[src/common/adc_sched_pkg.sv]
package adc_sched_pkg;
    // Register addresses on the special function register bus.
    localparam logic [7:0] ADDR_TEMP_RES = 8'hD7;
    localparam logic [7:0] ADDR_TRIGGER = 8'hD8;
    localparam logic [7:0] ADDR_CELL_RES = 8'hDF;
    localparam logic [7:0] ADDR_SUPPLY_RES = 8'hEF;
    localparam logic [7:0] ADDR_DELTA = 8'hF3;
    localparam logic [7:0] ADDR_INTERVAL = 8'hF9;
    localparam logic [7:0] ADDR_ALARM = 8'hFA;
    // Reset values.
    localparam logic [7:0] INTERVAL_RST = 8'h00;
    localparam logic [7:0] DELTA_RST = 8'h00;
    localparam logic [7:0] RESULT_RST = 8'h00;
    localparam logic [7:0] ALARM_RST = 8'h00;
    // Field positions in the interval and delta registers.
    localparam int SUPPLY_IVL_LSB = 4;
    localparam int CELL_IVL_LSB = 2;
    localparam int TEMP_IVL_LSB = 0;
    localparam int THERMAL_THR_LSB = 3;
    localparam int SUPPLY_THR_LSB = 0;
    // Single request bits in the trigger register.
    localparam int CELL_REQ_BIT = 0;
    localparam int TEMP_REQ_BIT = 1;
    localparam int SUPPLY_REQ_BIT = 2;
    // Channel numbers, also the fixed issue order (lowest first).
    localparam logic [1:0] CH_TEMP = 2'h0;
    localparam logic [1:0] CH_CELL = 2'h1;
    localparam logic [1:0] CH_SUPPLY = 2'h2;
    // Background intervals in minutes for codes 01, 10 and 11.
    localparam logic [4:0] TEMP_MIN_C1 = 5'h08;
    localparam logic [4:0] TEMP_MIN_C2 = 5'h02;
    localparam logic [4:0] TEMP_MIN_C3 = 5'h01;
    localparam logic [4:0] CELL_MIN_C1 = 5'h10;
    localparam logic [4:0] CELL_MIN_C2 = 5'h04;
    localparam logic [4:0] CELL_MIN_C3 = 5'h01;
    localparam logic [4:0] SUPPLY_MIN_C1 = 5'h08;
    localparam logic [4:0] SUPPLY_MIN_C2 = 5'h02;
    localparam logic [4:0] SUPPLY_MIN_C3 = 5'h01;
    // Delta threshold codes with a special meaning.
    localparam logic [2:0] THR_OFF = 3'h0;
    localparam logic [2:0] THR_ALL = 3'h7;
    typedef enum logic [1:0] {
        ST_IDLE = 2'b00,
        ST_REQ = 2'b01,
        ST_WAIT = 2'b10
    } conv_state_t;
endpackage

[src/common/sched_if.sv]
`timescale 1ns/1ps
interface sched_if;
    logic tick;
    logic [2:0][1:0] code;
    logic [2:0] due;
    modport timer (input tick, input code, output due);
    modport sched (output tick, output code, input due);
endinterface

[src/hw/interval_timer.sv]
`timescale 1ns/1ps
module interval_timer (
    // Clock and reset.
    input wire logic clk,
    input wire logic rstn,
    // Scheduler side.
    sched_if.timer sif
);
    // Minutes between conversions for a channel and interval code.
    function automatic logic [4:0] period_of(input int ch, input logic [1:0] code);
        logic [4:0] p;
        p = 5'h01;
        case (ch)
            0: p = (code == 2'h1) ? adc_sched_pkg::TEMP_MIN_C1 :
                   (code == 2'h2) ? adc_sched_pkg::TEMP_MIN_C2 : adc_sched_pkg::TEMP_MIN_C3;
            1: p = (code == 2'h1) ? adc_sched_pkg::CELL_MIN_C1 :
                   (code == 2'h2) ? adc_sched_pkg::CELL_MIN_C2 : adc_sched_pkg::CELL_MIN_C3;
            default: p = (code == 2'h1) ? adc_sched_pkg::SUPPLY_MIN_C1 :
                   (code == 2'h2) ? adc_sched_pkg::SUPPLY_MIN_C2 : adc_sched_pkg::SUPPLY_MIN_C3;
        endcase
        return p;
    endfunction

    genvar g;
    generate
        for (g = 0; g < 3; g++)
        begin : chan_g
            logic [4:0] cnt_ff;
            logic [4:0] period;
            logic last_min;
            assign period = period_of(g, sif.code[g]);
            assign last_min = (cnt_ff + 5'h01) >= period;
            // Minutes elapsed; code 00 parks the counter so a later enable starts afresh.
            always_ff @(posedge clk or negedge rstn)
            begin
                if (!rstn)
                    cnt_ff <= 5'h00;
                else if (sif.code[g] == 2'h0)
                    cnt_ff <= 5'h00;
                else if (sif.tick)
                    cnt_ff <= last_min ? 5'h00 : cnt_ff + 5'h01;
            end
            // One due pulse on the tick that completes an interval.
            assign sif.due[g] = sif.tick && (sif.code[g] != 2'h0) && last_min;
            // A disabled channel never falls due.
            off_no_due_a: assert property (@(posedge clk) disable iff (!rstn)
                (sif.code[g] == 2'h0) |-> !sif.due[g])
                else $error("disabled channel fell due");
        end
    endgenerate
endmodule

[src/hw/aux_adc_sched.sv]
`timescale 1ns/1ps
// Overview of operation
// - Supply interval field 5:4: off, 8, 2 or 1 minutes.
// - Battery interval field 3:2: off, 16, 4 or 1 minutes.
// - Temperature interval field 1:0: off, 8, 2 or 1 minutes.
// - Temperature delta field 5:3 gives 1 to 6 LSB versus last interrupting result.
// - Temperature delta 000 interrupts only on a single request, 111 interrupts on every conversion.
// - Supply delta field 2:0 behaves the same way as temperature delta.
// - Background conversions keep running in battery and sleep modes.
// - Interval, delta and trigger registers sit at F9, F3, D8, read-write.
// - Result registers at D7, DF and EF, read-write.
// - Battery alarm level register at FA, read-write.
// - Change interrupt needs absolute difference strictly above threshold.
// - Single request bits clear once the converter accepts the request.
// - Battery result below alarm level raises an interrupt.
// - A result register loads only when its conversion interrupts.
module aux_adc_sched #(
    parameter int RES_W = 8
) (
    // Clock and reset.
    input wire logic REF_CLK,
    input wire logic RSTN,
    // Minute tick from the real-time clock, one cycle per minute.
    input wire logic MINUTE_TICK,
    // Special function register bus.
    input wire logic [7:0] SFR_ADDR,
    input wire logic [7:0] SFR_WDATA,
    input wire logic SFR_WR,
    input wire logic SFR_RD,
    output logic [7:0] SFR_RDATA,
    // Shared converter.
    output logic CONV_REQ,
    output logic [1:0] CONV_SEL,
    input wire logic CONV_ACK,
    input wire logic CONV_DONE,
    input wire logic [RES_W-1:0] CONV_DATA,
    // Result interrupts, one-cycle pulses.
    output logic IRQ_TEMP,
    output logic IRQ_CELL,
    output logic IRQ_SUPPLY
);
    generate
        if (RES_W != 8)
        begin : width_check_g
            $error("aux_adc_sched serves only 8-bit results");
        end
    endgenerate

    // Absolute difference of two results.
    function automatic logic [7:0] abs_diff(input logic [7:0] a, input logic [7:0] b);
        return (a > b) ? (a - b) : (b - a);
    endfunction

    logic [7:0] interval_ff;
    logic [7:0] delta_ff;
    logic [2:0] trig_ff;
    logic [7:0] temp_res_ff;
    logic [7:0] cell_res_ff;
    logic [7:0] supply_res_ff;
    logic [7:0] alarm_ff;
    logic [2:0] pend_ff;
    logic [1:0] chan_ff;
    logic single_ff;
    adc_sched_pkg::conv_state_t state_ff;
    logic [7:0] rdata_ff;
    logic [2:0] irq_ff;
    logic [2:0] want;
    logic [1:0] pick;
    logic accept;
    logic done;
    logic [2:0] thermal_thr;
    logic [2:0] supply_thr;
    logic temp_irq;
    logic cell_irq;
    logic supply_irq;
    logic [2:0] trig_pos;

    // Writes strobe on the bus.
    function automatic logic wr_at(input logic [7:0] a, input logic [7:0] sel, input logic wr);
        return wr && (a == sel);
    endfunction

    sched_if sif ();
    assign sif.tick = MINUTE_TICK;
    assign sif.code[0] = interval_ff[adc_sched_pkg::TEMP_IVL_LSB +: 2];
    assign sif.code[1] = interval_ff[adc_sched_pkg::CELL_IVL_LSB +: 2];
    assign sif.code[2] = interval_ff[adc_sched_pkg::SUPPLY_IVL_LSB +: 2];

    interval_timer u_timer (
        .clk(REF_CLK),
        .rstn(RSTN),
        .sif(sif)
    );

    // Configuration registers; bits 7:6 of the interval register are stored as written.
    always_ff @(posedge REF_CLK or negedge RSTN)
    begin
        if (!RSTN)
        begin
            interval_ff <= adc_sched_pkg::INTERVAL_RST;
            delta_ff <= adc_sched_pkg::DELTA_RST;
            alarm_ff <= adc_sched_pkg::ALARM_RST;
        end
        else
        begin
            if (wr_at(SFR_ADDR, adc_sched_pkg::ADDR_INTERVAL, SFR_WR))
                interval_ff <= SFR_WDATA;
            if (wr_at(SFR_ADDR, adc_sched_pkg::ADDR_DELTA, SFR_WR))
                delta_ff <= {2'h0, SFR_WDATA[5:0]};
            if (wr_at(SFR_ADDR, adc_sched_pkg::ADDR_ALARM, SFR_WR))
                alarm_ff <= SFR_WDATA;
        end
    end

    // Trigger bits are kept in channel order: temp, battery, supply.
    assign trig_pos = {SFR_WDATA[adc_sched_pkg::SUPPLY_REQ_BIT],
                       SFR_WDATA[adc_sched_pkg::CELL_REQ_BIT],
                       SFR_WDATA[adc_sched_pkg::TEMP_REQ_BIT]};
    assign want = trig_ff | pend_ff;
    assign pick = want[0] ? adc_sched_pkg::CH_TEMP :
                  want[1] ? adc_sched_pkg::CH_CELL : adc_sched_pkg::CH_SUPPLY;
    assign accept = (state_ff == adc_sched_pkg::ST_REQ) && CONV_ACK;
    assign done = (state_ff == adc_sched_pkg::ST_WAIT) && CONV_DONE;

    // Single requests: software sets, acceptance clears, and a set in the same cycle wins.
    always_ff @(posedge REF_CLK or negedge RSTN)
    begin
        if (!RSTN)
            trig_ff <= 3'h0;
        else
        begin
            if (accept && single_ff)
                trig_ff[chan_ff] <= 1'h0;
            if (wr_at(SFR_ADDR, adc_sched_pkg::ADDR_TRIGGER, SFR_WR))
                trig_ff <= trig_pos | (trig_ff & ~(accept && single_ff ?
                           (3'h1 << chan_ff) : 3'h0));
        end
    end

    // Background work that fell due waits here; a new due pulse beats the clear.
    always_ff @(posedge REF_CLK or negedge RSTN)
    begin
        if (!RSTN)
            pend_ff <= 3'h0;
        else
            pend_ff <= (pend_ff & ~((accept && !single_ff) ? (3'h1 << chan_ff) : 3'h0))
                       | sif.due;
    end

    // Converter sequencing: one conversion in flight, held request until accepted.
    always_ff @(posedge REF_CLK or negedge RSTN)
    begin
        if (!RSTN)
        begin
            state_ff <= adc_sched_pkg::ST_IDLE;
            chan_ff <= adc_sched_pkg::CH_TEMP;
            single_ff <= 1'h0;
        end
        else
        begin
            case (state_ff)
                adc_sched_pkg::ST_IDLE:
                    if (want != 3'h0)
                    begin
                        state_ff <= adc_sched_pkg::ST_REQ;
                        chan_ff <= pick;
                        single_ff <= trig_ff[pick];
                    end
                adc_sched_pkg::ST_REQ:
                    if (CONV_ACK)
                        state_ff <= adc_sched_pkg::ST_WAIT;
                adc_sched_pkg::ST_WAIT:
                    if (CONV_DONE)
                        state_ff <= adc_sched_pkg::ST_IDLE;
                default:
                    state_ff <= adc_sched_pkg::ST_IDLE;
            endcase
        end
    end
    assign CONV_REQ = (state_ff == adc_sched_pkg::ST_REQ);
    assign CONV_SEL = chan_ff;

    // Interrupt decisions; a single request always interrupts.
    assign thermal_thr = delta_ff[adc_sched_pkg::THERMAL_THR_LSB +: 3];
    assign supply_thr = delta_ff[adc_sched_pkg::SUPPLY_THR_LSB +: 3];
    assign temp_irq = done && (chan_ff == adc_sched_pkg::CH_TEMP) && (single_ff
        || (thermal_thr == adc_sched_pkg::THR_ALL)
        || ((thermal_thr != adc_sched_pkg::THR_OFF)
            && (abs_diff(CONV_DATA, temp_res_ff) > {5'h00, thermal_thr})));
    assign supply_irq = done && (chan_ff == adc_sched_pkg::CH_SUPPLY) && (single_ff
        || (supply_thr == adc_sched_pkg::THR_ALL)
        || ((supply_thr != adc_sched_pkg::THR_OFF)
            && (abs_diff(CONV_DATA, supply_res_ff) > {5'h00, supply_thr})));
    assign cell_irq = done && (chan_ff == adc_sched_pkg::CH_CELL)
        && (single_ff || (CONV_DATA < alarm_ff));

    // Results load on an interrupting conversion, which beats a software write.
    always_ff @(posedge REF_CLK or negedge RSTN)
    begin
        if (!RSTN)
        begin
            temp_res_ff <= adc_sched_pkg::RESULT_RST;
            cell_res_ff <= adc_sched_pkg::RESULT_RST;
            supply_res_ff <= adc_sched_pkg::RESULT_RST;
        end
        else
        begin
            if (temp_irq)
                temp_res_ff <= CONV_DATA;
            else if (wr_at(SFR_ADDR, adc_sched_pkg::ADDR_TEMP_RES, SFR_WR))
                temp_res_ff <= SFR_WDATA;
            if (cell_irq)
                cell_res_ff <= CONV_DATA;
            else if (wr_at(SFR_ADDR, adc_sched_pkg::ADDR_CELL_RES, SFR_WR))
                cell_res_ff <= SFR_WDATA;
            if (supply_irq)
                supply_res_ff <= CONV_DATA;
            else if (wr_at(SFR_ADDR, adc_sched_pkg::ADDR_SUPPLY_RES, SFR_WR))
                supply_res_ff <= SFR_WDATA;
        end
    end

    // Interrupt pulses, registered so they line up with the new result.
    always_ff @(posedge REF_CLK or negedge RSTN)
    begin
        if (!RSTN)
            irq_ff <= 3'h0;
        else
            irq_ff <= {supply_irq, cell_irq, temp_irq};
    end
    assign IRQ_TEMP = irq_ff[0];
    assign IRQ_CELL = irq_ff[1];
    assign IRQ_SUPPLY = irq_ff[2];

    // Read data is registered; unmapped addresses read zero.
    always_ff @(posedge REF_CLK or negedge RSTN)
    begin
        if (!RSTN)
            rdata_ff <= 8'h00;
        else if (SFR_RD)
        begin
            case (SFR_ADDR)
                adc_sched_pkg::ADDR_INTERVAL: rdata_ff <= interval_ff;
                adc_sched_pkg::ADDR_DELTA: rdata_ff <= delta_ff;
                adc_sched_pkg::ADDR_TRIGGER:
                    rdata_ff <= {5'h00, trig_ff[2], trig_ff[0], trig_ff[1]};
                adc_sched_pkg::ADDR_ALARM: rdata_ff <= alarm_ff;
                adc_sched_pkg::ADDR_TEMP_RES: rdata_ff <= temp_res_ff;
                adc_sched_pkg::ADDR_CELL_RES: rdata_ff <= cell_res_ff;
                adc_sched_pkg::ADDR_SUPPLY_RES: rdata_ff <= supply_res_ff;
                default: rdata_ff <= 8'h00;
            endcase
        end
    end
    assign SFR_RDATA = rdata_ff;

    req_hold_a: assert property (@(posedge REF_CLK) disable iff (!RSTN)
        CONV_REQ && !CONV_ACK |=> CONV_REQ && $stable(CONV_SEL))
        else $error("request dropped before acceptance");
    trig_clear_a: assert property (@(posedge REF_CLK) disable iff (!RSTN)
        accept && single_ff && !wr_at(SFR_ADDR, adc_sched_pkg::ADDR_TRIGGER, SFR_WR)
        |=> !trig_ff[$past(chan_ff)])
        else $error("single request not cleared on acceptance");
    temp_load_a: assert property (@(posedge REF_CLK) disable iff (!RSTN)
        temp_irq |=> IRQ_TEMP && (temp_res_ff == $past(CONV_DATA)))
        else $error("temperature result not loaded with interrupt");
    result_hold_a: assert property (@(posedge REF_CLK) disable iff (!RSTN)
        !supply_irq && !wr_at(SFR_ADDR, adc_sched_pkg::ADDR_SUPPLY_RES, SFR_WR)
        |=> $stable(supply_res_ff))
        else $error("supply result changed without interrupt");
    temp_off_a: assert property (@(posedge REF_CLK) disable iff (!RSTN)
        done && !single_ff && (thermal_thr == adc_sched_pkg::THR_OFF) |=> !IRQ_TEMP)
        else $error("temperature interrupt while delta is off");
    strict_gt_a: assert property (@(posedge REF_CLK) disable iff (!RSTN)
        done && !single_ff && (chan_ff == adc_sched_pkg::CH_SUPPLY)
        && (supply_thr != adc_sched_pkg::THR_ALL)
        && (abs_diff(CONV_DATA, supply_res_ff) <= {5'h00, supply_thr}) |=> !IRQ_SUPPLY)
        else $error("supply interrupt without exceeding delta");
    cell_alarm_a: assert property (@(posedge REF_CLK) disable iff (!RSTN)
        done && (chan_ff == adc_sched_pkg::CH_CELL) && (CONV_DATA < alarm_ff)
        |=> IRQ_CELL ##1 !IRQ_CELL)
        else $error("low battery did not interrupt once");
    order_a: assert property (@(posedge REF_CLK) disable iff (!RSTN)
        (state_ff == adc_sched_pkg::ST_IDLE) && want[0] |=> CONV_REQ
        && (CONV_SEL == adc_sched_pkg::CH_TEMP))
        else $error("temperature not issued first");
endmodule

[config.mk]
export PLATFORM = sky130hd
export DESIGN_NAME = aux_adc_sched
export DESIGN_NICKNAME = d
export VERILOG_FILES = /design/src/common/adc_sched_pkg.sv /design/src/common/sched_if.sv /design/src/hw/interval_timer.sv /design/src/hw/aux_adc_sched.sv
export SDC_FILE = /design/constraint.sdc
export NUM_CORES = 1
export LEC_CHECK = 0
export ABC_AREA = 1
export BUFFER_PORTS_ARGS = -buffer_cell sky130_fd_sc_hd__buf_2
export CAP_MARGIN = 10
export CORE_MARGIN = 8
export CORE_UTILIZATION = 30
export DETAILED_ROUTE_END_ITERATION = 10
export PLACE_DENSITY = 0.42
export SLEW_MARGIN = 20
export SYNTH_ARGS = -nofsm -noshare
export SYNTH_HDL_FRONTEND = slang
export SYNTH_SLANG_ARGS = --single-unit
[constraint.sdc]
create_clock -name REF_CLK -period 3.58 [get_ports REF_CLK]
set_input_delay 0.179 -clock REF_CLK [delete_from_list [all_inputs] [get_ports REF_CLK]]
set_output_delay 0.179 -clock REF_CLK [all_outputs]
set_load 0.02 [all_outputs]
* Word level (Yosys, flattened, before mapping)
Cells that the tools add are included.
Storage, ports and cells: flip-flop bits (word level) 83, input port bits 31, output and inout bits 14, logic and storage cells 156
Cells by class: add/sub/neg operators 7, order comparisons 11, equality and inequality tests 22, shift operators 1, multiplexer cells 38, bitwise logic cells 9, reduce and logical (&&, ||, !) cells 52
Operators by type and width (number):
- 2-to-1 mux 8 bit | 8
- 2-to-1 mux 5 bit | 12
- == test 8 bit, second input constant | 7
- case mux 8 bit (7 select lines) | 1
- subtractor 8 bit | 4
- logical AND 1 bit | 26
- nonzero test 2 bit | 10
- > comparator 8 x 3 -> 1 bit | 2
- > comparator 8 bit | 2
- adder 5 x 1 -> 5 bit, second input constant | 3
- >= comparator 5 bit | 3
- 2-to-1 mux 3 bit | 5
- 2-to-1 mux 2 bit | 7
- == test 2 x 1 -> 1 bit, second input constant | 5
- == test 2 bit, second input constant | 5
- logical NOT 2 bit | 5
- AND 3 bit | 3
- NOT 3 bit | 3
- bitwise OR 3 bit | 3
- nonzero test 3 bit | 3
- less-than comparator 8 bit | 1
- == test 3 bit, second input constant | 2
- less-than comparator 2 x 3 -> 1 bit, second input constant | 2
- case mux 2 bit (3 select lines) | 1
- 11 further kinds | 17

* Depth between registers and ports, before layout
depth in word-level cells 8, mapped depth 25, depth with buffers taken out 23

* By module
From an unflattened synthesis, not the netlist that was laid out.
Unflattened totals: cells, all modules 965, area, all modules 6672.6 µm²
By module, submodules not included:
- aux_adc_sched | instances 1, cells an instance 795, area each 5416.4 µm², sequential area each 1701.6 µm²
- interval_timer | instances 1, cells an instance 170, area each 1256.2 µm², sequential area each 375.4 µm²

* Worst setup path after synthesis
Ideal clock, no wire load.
kind register to register, start point register supply_res_ff[0], end point register supply_res_ff[0], setup time 0.119 ns, arrival 2.772 ns, required time 3.461 ns, setup slack 0.690 ns, stages on the path, launching flop included 23, path buffers 1, period minus slack after synthesis 2.890 ns, path through dfrtp_1 > ha_1 > inv_1 > fa_1 > nand3_1 > nand2_1 > nand2_1 > nand2_1 > nand2_2 > mux2i_1 > xor2_1 > inv_1 > ha_1 > nand2_1 > o21ai_0 > nand2_1 > nand2_1 > nand2_2 > nand2_4 > nand2_4 > buf_8 > nand3_1 > nand2_1
On the way: word-level cells in the longest chain between the ends 7, elaborated cells on any way between the ends 10, those cells by class add/sub: 2; order compare: 2; mux: 2; reduce/logical: 4
RTL lines:
- start, declared | line aux_adc_sched.sv:59 | logic [7:0] supply_res_ff;
- start signal, assigned | line aux_adc_sched.sv:204 | supply_res_ff <= adc_sched_pkg::RESULT_RST;
- subtractor 8 bit / > comparator 8 bit (equally long branches) | line aux_adc_sched.sv:51 | return (a > b) ? (a - b) : (b - a);
- 2-to-1 mux 8 bit * | line aux_adc_sched.sv:51
- > comparator 8 x 3 -> 1 bit * | line aux_adc_sched.sv:193 | && (abs_diff(CONV_DATA, supply_res_ff) > {5'h00, supply_thr})));
- logical AND 1 bit * | line aux_adc_sched.sv:193
- logical OR 1 bit * | line aux_adc_sched.sv:192 | || ((supply_thr != adc_sched_pkg::THR_OFF)
- logical AND 1 bit * | line aux_adc_sched.sv:190 | assign supply_irq = done && (chan_ff == adc_sched_pkg::CH_SUPPLY) && (single_ff
- 2-to-1 mux 8 bit / nonzero test 2 bit (equally long branches)
Mark *: on every way between the ends. The rest lies on a longest branch, timed or not. A chain may end at the register's enable or synchronous reset.

* Worst setup path in the final report
start point register supply_res_ff[0], end point register supply_res_ff[5]
Same word-level chain as after synthesis.

==> impl_results.html <==
<table>
<tr><th>Metric</th><th>Value</th></tr>
<tr><th colspan="2">Outcome</th></tr>
<tr><td>Status</td><td>completed</td></tr>
<tr><th colspan="2">Logic synthesis</th></tr>
<tr><td>Sequential area share after synthesis</td><td>31.8%</td></tr>
<tr><td>Fraction of registers with async set/reset</td><td>100%</td></tr>
<tr><td>Fraction of synthesized cell area taken by the top area cell type</td><td>31.8%</td></tr>
<tr><td>Compound-cell area share of the yosys netlist</td><td>11.1%</td></tr>
<tr><td>Avg Inst Size Synth</td><td>7.17 um2</td></tr>
<tr><td>Total of flip-flops plus latches after synthesis</td><td>83</td></tr>
<tr><td>Cell count after synthesis</td><td>910</td></tr>
<tr><td>EDFF count, synth</td><td>0</td></tr>
<tr><td>Simple-Gate Fraction of Synth Area</td><td>28.0%</td></tr>
<tr><td>Area of the mapped netlist</td><td>0.00652 mm2</td></tr>
<tr><td>Top area cells in the synthesized netlist</td><td>sky130_fd_sc_hd__dfrtp_1 32%, sky130_fd_sc_hd__nand2_1 15%, sky130_fd_sc_hd__ha_1 12%</td></tr>
<tr><td>Unique cell type count in the Yosys netlist</td><td>39</td></tr>
<tr><td>Synth Warn #</td><td>0</td></tr>
<tr><td>Dominant combinational cell family by area after synthesis</td><td>simple AND/OR/NAND/NOR gates</td></tr>
<tr><td>Xor/xnor cell area share of the yosys netlist</td><td>1.34%</td></tr>
<tr><td>Multiplexer share of the synthesized area</td><td>2.67%</td></tr>
<tr><td>Top flip-flop cell by instance count after synthesis</td><td>sky130_fd_sc_hd__dfrtp_1</td></tr>
<tr><td>Syn Nets</td><td>1009</td></tr>
<tr><td>Post-synthesis cell type with the largest combined area</td><td>sky130_fd_sc_hd__dfrtp_1</td></tr>
<tr><td>Adder-cell share of the synthesized area</td><td>13.5%</td></tr>
<tr><th colspan="2">GRT</th></tr>
<tr><td>Pin count of the biggest net entering global routing</td><td>65</td></tr>
<tr><td>Number of antenna violations at the first check in global routing</td><td>0</td></tr>
<tr><td>Total congestion overflow</td><td>0</td></tr>
<tr><td>Total routing usage reported by global routing</td><td>15.6%</td></tr>
<tr><td>Number of global-route vias before repair</td><td>5724</td></tr>
<tr><td>First-pass GRT wire length</td><td>32300 um</td></tr>
<tr><th colspan="2">Worst setup path</th></tr>
<tr><td>CP Data Required Time</td><td>3.82 ns</td></tr>
<tr><td>Cell occurring most often along the worst timing path</td><td>sky130_fd_sc_hd__nand2_1</td></tr>
<tr><td>Type of destination of the critical path</td><td>flop</td></tr>
<tr><td>Cell type group with the largest total delay on the critical path</td><td>simple AND/OR/NAND/NOR gates</td></tr>
<tr><td>Largest fanout on the critical path</td><td>17</td></tr>
<tr><td>Count of buffer and inverter cells on the critical path</td><td>2</td></tr>
<tr><td>Arrival time at the worst endpoint</td><td>3.43 ns</td></tr>
<tr><td>Startpoint types</td><td>flop</td></tr>
<tr><td>Cells along the critical path</td><td>ha_1 &gt; inv_1 &gt; fa_2 &gt; nand3_1 &gt; nand2_1 &gt; nand2_1 &gt; nand2_1 &gt; nand2_2 &gt; mux2i_1 &gt; xor2_1 &gt; inv_1 &gt; ha_1 &gt; a21oi_1 &gt; o21ai_0 &gt; nand2_1 &gt; nand2_1 &gt; nand2_2 &gt; nand2_4 &gt; nand2_4 &gt; nand2_1 &gt; nand2_1 &gt; nand2_1</td></tr>
<tr><td>Setup Crit Path Kind</td><td>flop to flop</td></tr>
<tr><td>Worst-path cell with the longest stage delay</td><td>sky130_fd_sc_hd__dfrtp_1</td></tr>
<tr><td>Crit-path max cell delay</td><td>0.41 ns</td></tr>
<tr><th colspan="2">Timing</th></tr>
<tr><td>Worst max-slew margin expressed relative to the limit</td><td>39.6%</td></tr>
<tr><td>Post-route setup TNS</td><td>0 ns</td></tr>
<tr><td>Final Hold Viols</td><td>0</td></tr>
<tr><td>Transition time at the pin with the least slew margin</td><td>0.906 ns</td></tr>
<tr><td>Unrepaired setup endpoints after global routing</td><td>no</td></tr>
<tr><td>Final clock skew</td><td>0.00866 ns</td></tr>
<tr><td>Highest achievable clock rate</td><td>313 MHz</td></tr>
<tr><td>Total count of max-transition violations in the final report</td><td>0</td></tr>
<tr><td>Number of endpoints failing setup at the final stage</td><td>0</td></tr>
<tr><td>Crit share post-route</td><td>89.2%</td></tr>
<tr><td>Time the worst path needs with I/O delays and setup</td><td>3.19 ns</td></tr>
<tr><th colspan="2">Detailed routing</th></tr>
<tr><td>Drt first pass iters</td><td>4</td></tr>
<tr><td>DRC violation count after routing</td><td>0</td></tr>
<tr><td>Ratio of routed vias to standard cells</td><td>4.68</td></tr>
<tr><td>Via Count</td><td>5844</td></tr>
<tr><td>Violation count after the first detailed-routing iteration</td><td>406</td></tr>
<tr><td>Wirelength per Cell</td><td>16.1 um</td></tr>
<tr><td>Antenna violation net count after detailed routing</td><td>0</td></tr>
<tr><td>Final routed wirelength across all metal layers</td><td>20100 um</td></tr>
<tr><th colspan="2">Run</th></tr>
<tr><td>Number of maximum-capacitance violations</td><td>0</td></tr>
<tr><th colspan="2">Floorplan</th></tr>
<tr><td>Die Span X</td><td>163 um</td></tr>
<tr><td>Effective utilization at floorplan</td><td>30.3%</td></tr>
<tr><td>Boundary Pins</td><td>45</td></tr>
<tr><td>Vertical extent of the die</td><td>163 um</td></tr>
<tr><td>Die footprint</td><td>0.0267 mm2</td></tr>
<tr><td>Core region area</td><td>0.0216 mm2</td></tr>
<tr><td>Site row count</td><td>54</td></tr>
<tr><th colspan="2">CTS</th></tr>
<tr><td>Library cell used as clock root buffer</td><td>sky130_fd_sc_hd__clkbuf_16</td></tr>
<tr><td>Clk pin slew, worst setup/hold paths</td><td>0.07 ns</td></tr>
<tr><td>Total number of H-tree levels</td><td>3</td></tr>
<tr><td>Number of clock sinks seen by CTS</td><td>83</td></tr>
<tr><td>Buffers from clock root to sink, at most</td><td>2</td></tr>
<tr><td>Total clock buffers created by CTS</td><td>9</td></tr>
<tr><td>Insertion delay of the later-clocked pin in the worst-skew pair</td><td>0.35 ns</td></tr>
<tr><td>TritonCTS clock tree</td><td>yes</td></tr>
<tr><th colspan="2">Final layout</th></tr>
<tr><td>Number of diodes</td><td>0</td></tr>
<tr><td>Net count of the finished layout</td><td>1064</td></tr>
<tr><td>Area of the multi-input gates</td><td>0.00370 mm2</td></tr>
<tr><td>Area Growth Syn to Fin</td><td>13.5%</td></tr>
<tr><td>Final instance area</td><td>0.00741 mm2</td></tr>
<tr><td>Most frequent cells in the layout</td><td>254 x sky130_fd_sc_hd__nand2_1, 170 x sky130_fd_sc_hd__inv_1, 83 x sky130_fd_sc_hd__nand3_1, 82 x sky130_fd_sc_hd__dfrtp_1, 66 x sky130_fd_sc_hd__o21ai_0</td></tr>
<tr><td>Most common library cell in the layout ignoring fill and taps</td><td>sky130_fd_sc_hd__nand2_1</td></tr>
<tr><td>Storage cell area</td><td>0.00208 mm2</td></tr>
<tr><td>Number of filler cells placed in the layout</td><td>2348</td></tr>
<tr><td>Fraction of final layout cells with drive strength greater than 1</td><td>11.5%</td></tr>
<tr><td>Post-route core utilization</td><td>34.4%</td></tr>
<tr><th colspan="2">Placement</th></tr>
<tr><td>Post-detailed-placement cell area</td><td>0.00705 mm2</td></tr>
<tr><td>Dpl hpwl</td><td>15900 um</td></tr>
<tr><td>Port Buffers</td><td>44</td></tr>
<tr><td>RePlAce Congestion</td><td>0.818</td></tr>
<tr><th colspan="2">Pwr</th></tr>
<tr><td>Final Total Pwr</td><td>3.94 mW</td></tr>
<tr><td>Power density over the cells</td><td>532 mW/mm2</td></tr>
<tr><td>Worst vdd ir</td><td>0.235 mV</td></tr>
<tr><td>Cell leakage power</td><td>3.98 nW</td></tr>
<tr><th colspan="2">Hold path</th></tr>
<tr><td>Worst hold path class</td><td>primary input to flop</td></tr>
</table>
worst reg2reg max path, stage by stage, from the launching register on:
cell and delay (ns):
sky130_fd_sc_hd__dfrtp_1 0.41, sky130_fd_sc_hd__ha_1 0.17, sky130_fd_sc_hd__inv_1 0.09, sky130_fd_sc_hd__fa_2 0.38
sky130_fd_sc_hd__nand3_1 0.10, sky130_fd_sc_hd__nand2_1 0.08, sky130_fd_sc_hd__nand2_1 0.06, sky130_fd_sc_hd__nand2_1 0.05
sky130_fd_sc_hd__nand2_2 0.11, sky130_fd_sc_hd__mux2i_1 0.24, sky130_fd_sc_hd__xor2_1 0.17, sky130_fd_sc_hd__inv_1 0.06
sky130_fd_sc_hd__ha_1 0.30, sky130_fd_sc_hd__a21oi_1 0.12, sky130_fd_sc_hd__o21ai_0 0.09, sky130_fd_sc_hd__nand2_1 0.06
sky130_fd_sc_hd__nand2_1 0.06, sky130_fd_sc_hd__nand2_2 0.08, sky130_fd_sc_hd__nand2_4 0.10, sky130_fd_sc_hd__nand2_4 0.19
sky130_fd_sc_hd__nand2_1 0.08, sky130_fd_sc_hd__nand2_1 0.06, sky130_fd_sc_hd__nand2_1 0.04
worst paths after layout:
check / start / endpoint / slack, ns / cells past startpoint
setup / recovery: supply_res_ff[0]$_DFFE_PN0P_ / supply_res_ff[5]$_DFFE_PN0P_ / 0.39 / 22
hold / removal: CONV_ACK / state_ff[0]$_DFFE_PN0P_ / 0.02 / 2
setup reg to reg: supply_res_ff[0]$_DFFE_PN0P_ / supply_res_ff[5]$_DFFE_PN0P_ / 0.39 / 22
hold reg to reg: u_timer.chan_g[2].cnt_ff[4]$_DFFE_PN0P_ / u_timer.chan_g[2].cnt_ff[4]$_DFFE_PN0P_ / 0.50 / 2
max in group asynchronous: RSTN / supply_res_ff[1]$_DFFE_PN0P_ / 2.21 / 3
min in group asynchronous: RSTN / state_ff[1]$_DFFE_PN0P_ / 0.50 / 2
metrics by stage:
step                      instances  hold WS (ns)  worst slack [ns]
after floorplan                 910        -0.117             0.690
after detailed placement       1231         0.366             0.210
final                          1250        0.0181             0.388
after CTS                      1248       0.00877             0.303
after global routing           1250        0.0226            0.0632
after global placement         1231         0.368             0.252
cells by family after synthesis:
group	Yosys count
compound gates	127
buf+inv	184
mux	16
simple gates	422
xor+xnor	10
flops	83
fa+ha+maj	68
registers in the layout, summed over array words and instances, names as in the netlist:
name	count
alarm_ff	8
cell_res_ff	8
trig_ff	3
state_ff	2
delta_ff	6
irq_ff	3
supply_res_ff	8
pend_ff	3
interval_ff	8
SFR_RDATA	8
u_timer.chan_g.cnt_ff	15
temp_res_ff	8
single_ff	1
CONV_SEL	2
synth_stat cells, types with 2 or more instances:
master                       n
sky130_fd_sc_hd__ha_1       64
sky130_fd_sc_hd__nor2_2      6
sky130_fd_sc_hd__nor3_1      3
sky130_fd_sc_hd__nor2_1     43
sky130_fd_sc_hd__or2_2       3
sky130_fd_sc_hd__nand4_1    11
sky130_fd_sc_hd__inv_1     170
sky130_fd_sc_hd__clkinv_1    2
sky130_fd_sc_hd__xor2_1      8
sky130_fd_sc_hd__a21oi_1    19
sky130_fd_sc_hd__inv_2       2
sky130_fd_sc_hd__dfrtp_1    83
sky130_fd_sc_hd__xnor2_1     2
sky130_fd_sc_hd__nand3_1    83
sky130_fd_sc_hd__buf_6       3
sky130_fd_sc_hd__nand2_2    12
sky130_fd_sc_hd__o221ai_1    3
sky130_fd_sc_hd__buf_4       2
sky130_fd_sc_hd__o41ai_1     2
sky130_fd_sc_hd__nand2_1   254
sky130_fd_sc_hd__a21oi_2     2
sky130_fd_sc_hd__nand2_4     3
sky130_fd_sc_hd__o21ai_0    66
sky130_fd_sc_hd__clkbuf_1    2
sky130_fd_sc_hd__mux2_2     11
sky130_fd_sc_hd__fa_1        4
sky130_fd_sc_hd__mux2i_1     5
sky130_fd_sc_hd__o22ai_1    18
sky130_fd_sc_hd__o31ai_1    11
sky130_fd_sc_hd__a21boi_0    3
sky130_fd_sc_hd__o21bai_1    2
final cells by class:
| cell class | instances | area share (%) |
|---|---|---|
| Tap cell | 280 | 4.73 |
| Inverter | 174 | 8.82 |
| Clock buffer | 10 | 3.09 |
| Multi-Input combinational cell | 643 | 49.9 |
| Sequential cell | 83 | 28.1 |
| Clock inverter | 6 | 1.30 |
| Timing Repair Buffer | 54 | 4.05 |
report_power, final:
part | total [mW] | internal [mW] | leakage [nW] | switching (mW)
clock network | 1.05 | 0.621 | 0.155 | 0.433
logic | 1.66 | 0.594 | 2.79 | 1.07
registers | 1.22 | 1.10 | 1.03 | 0.123
what timing repair did:
| item | in CTS | in global routing |
|---|---|---|
| resized for setup | 0 | 2 |
| setup buffers | 0 | 2 |
| hold endpoints to repair | 35 | 0 |
| endpoints found under the setup margin | 0 | 8 |
| hold buffers | 1 | 0 |
routing by layer:
| layer | track usage (%) | wire length, um | up-vias |
|---|---|---|---|
| li1 | - | - | 3023 |
| met1 | 21.4 | 10000 | 2720 |
| met2 | 25.3 | 9200 | 90 |
| met3 | 2.32 | 716 | 11 |
| met4 | 3.68 | 200 | 0 |
| met5 | 0 | 0 | - |
(Power assumes the default switching activity.)
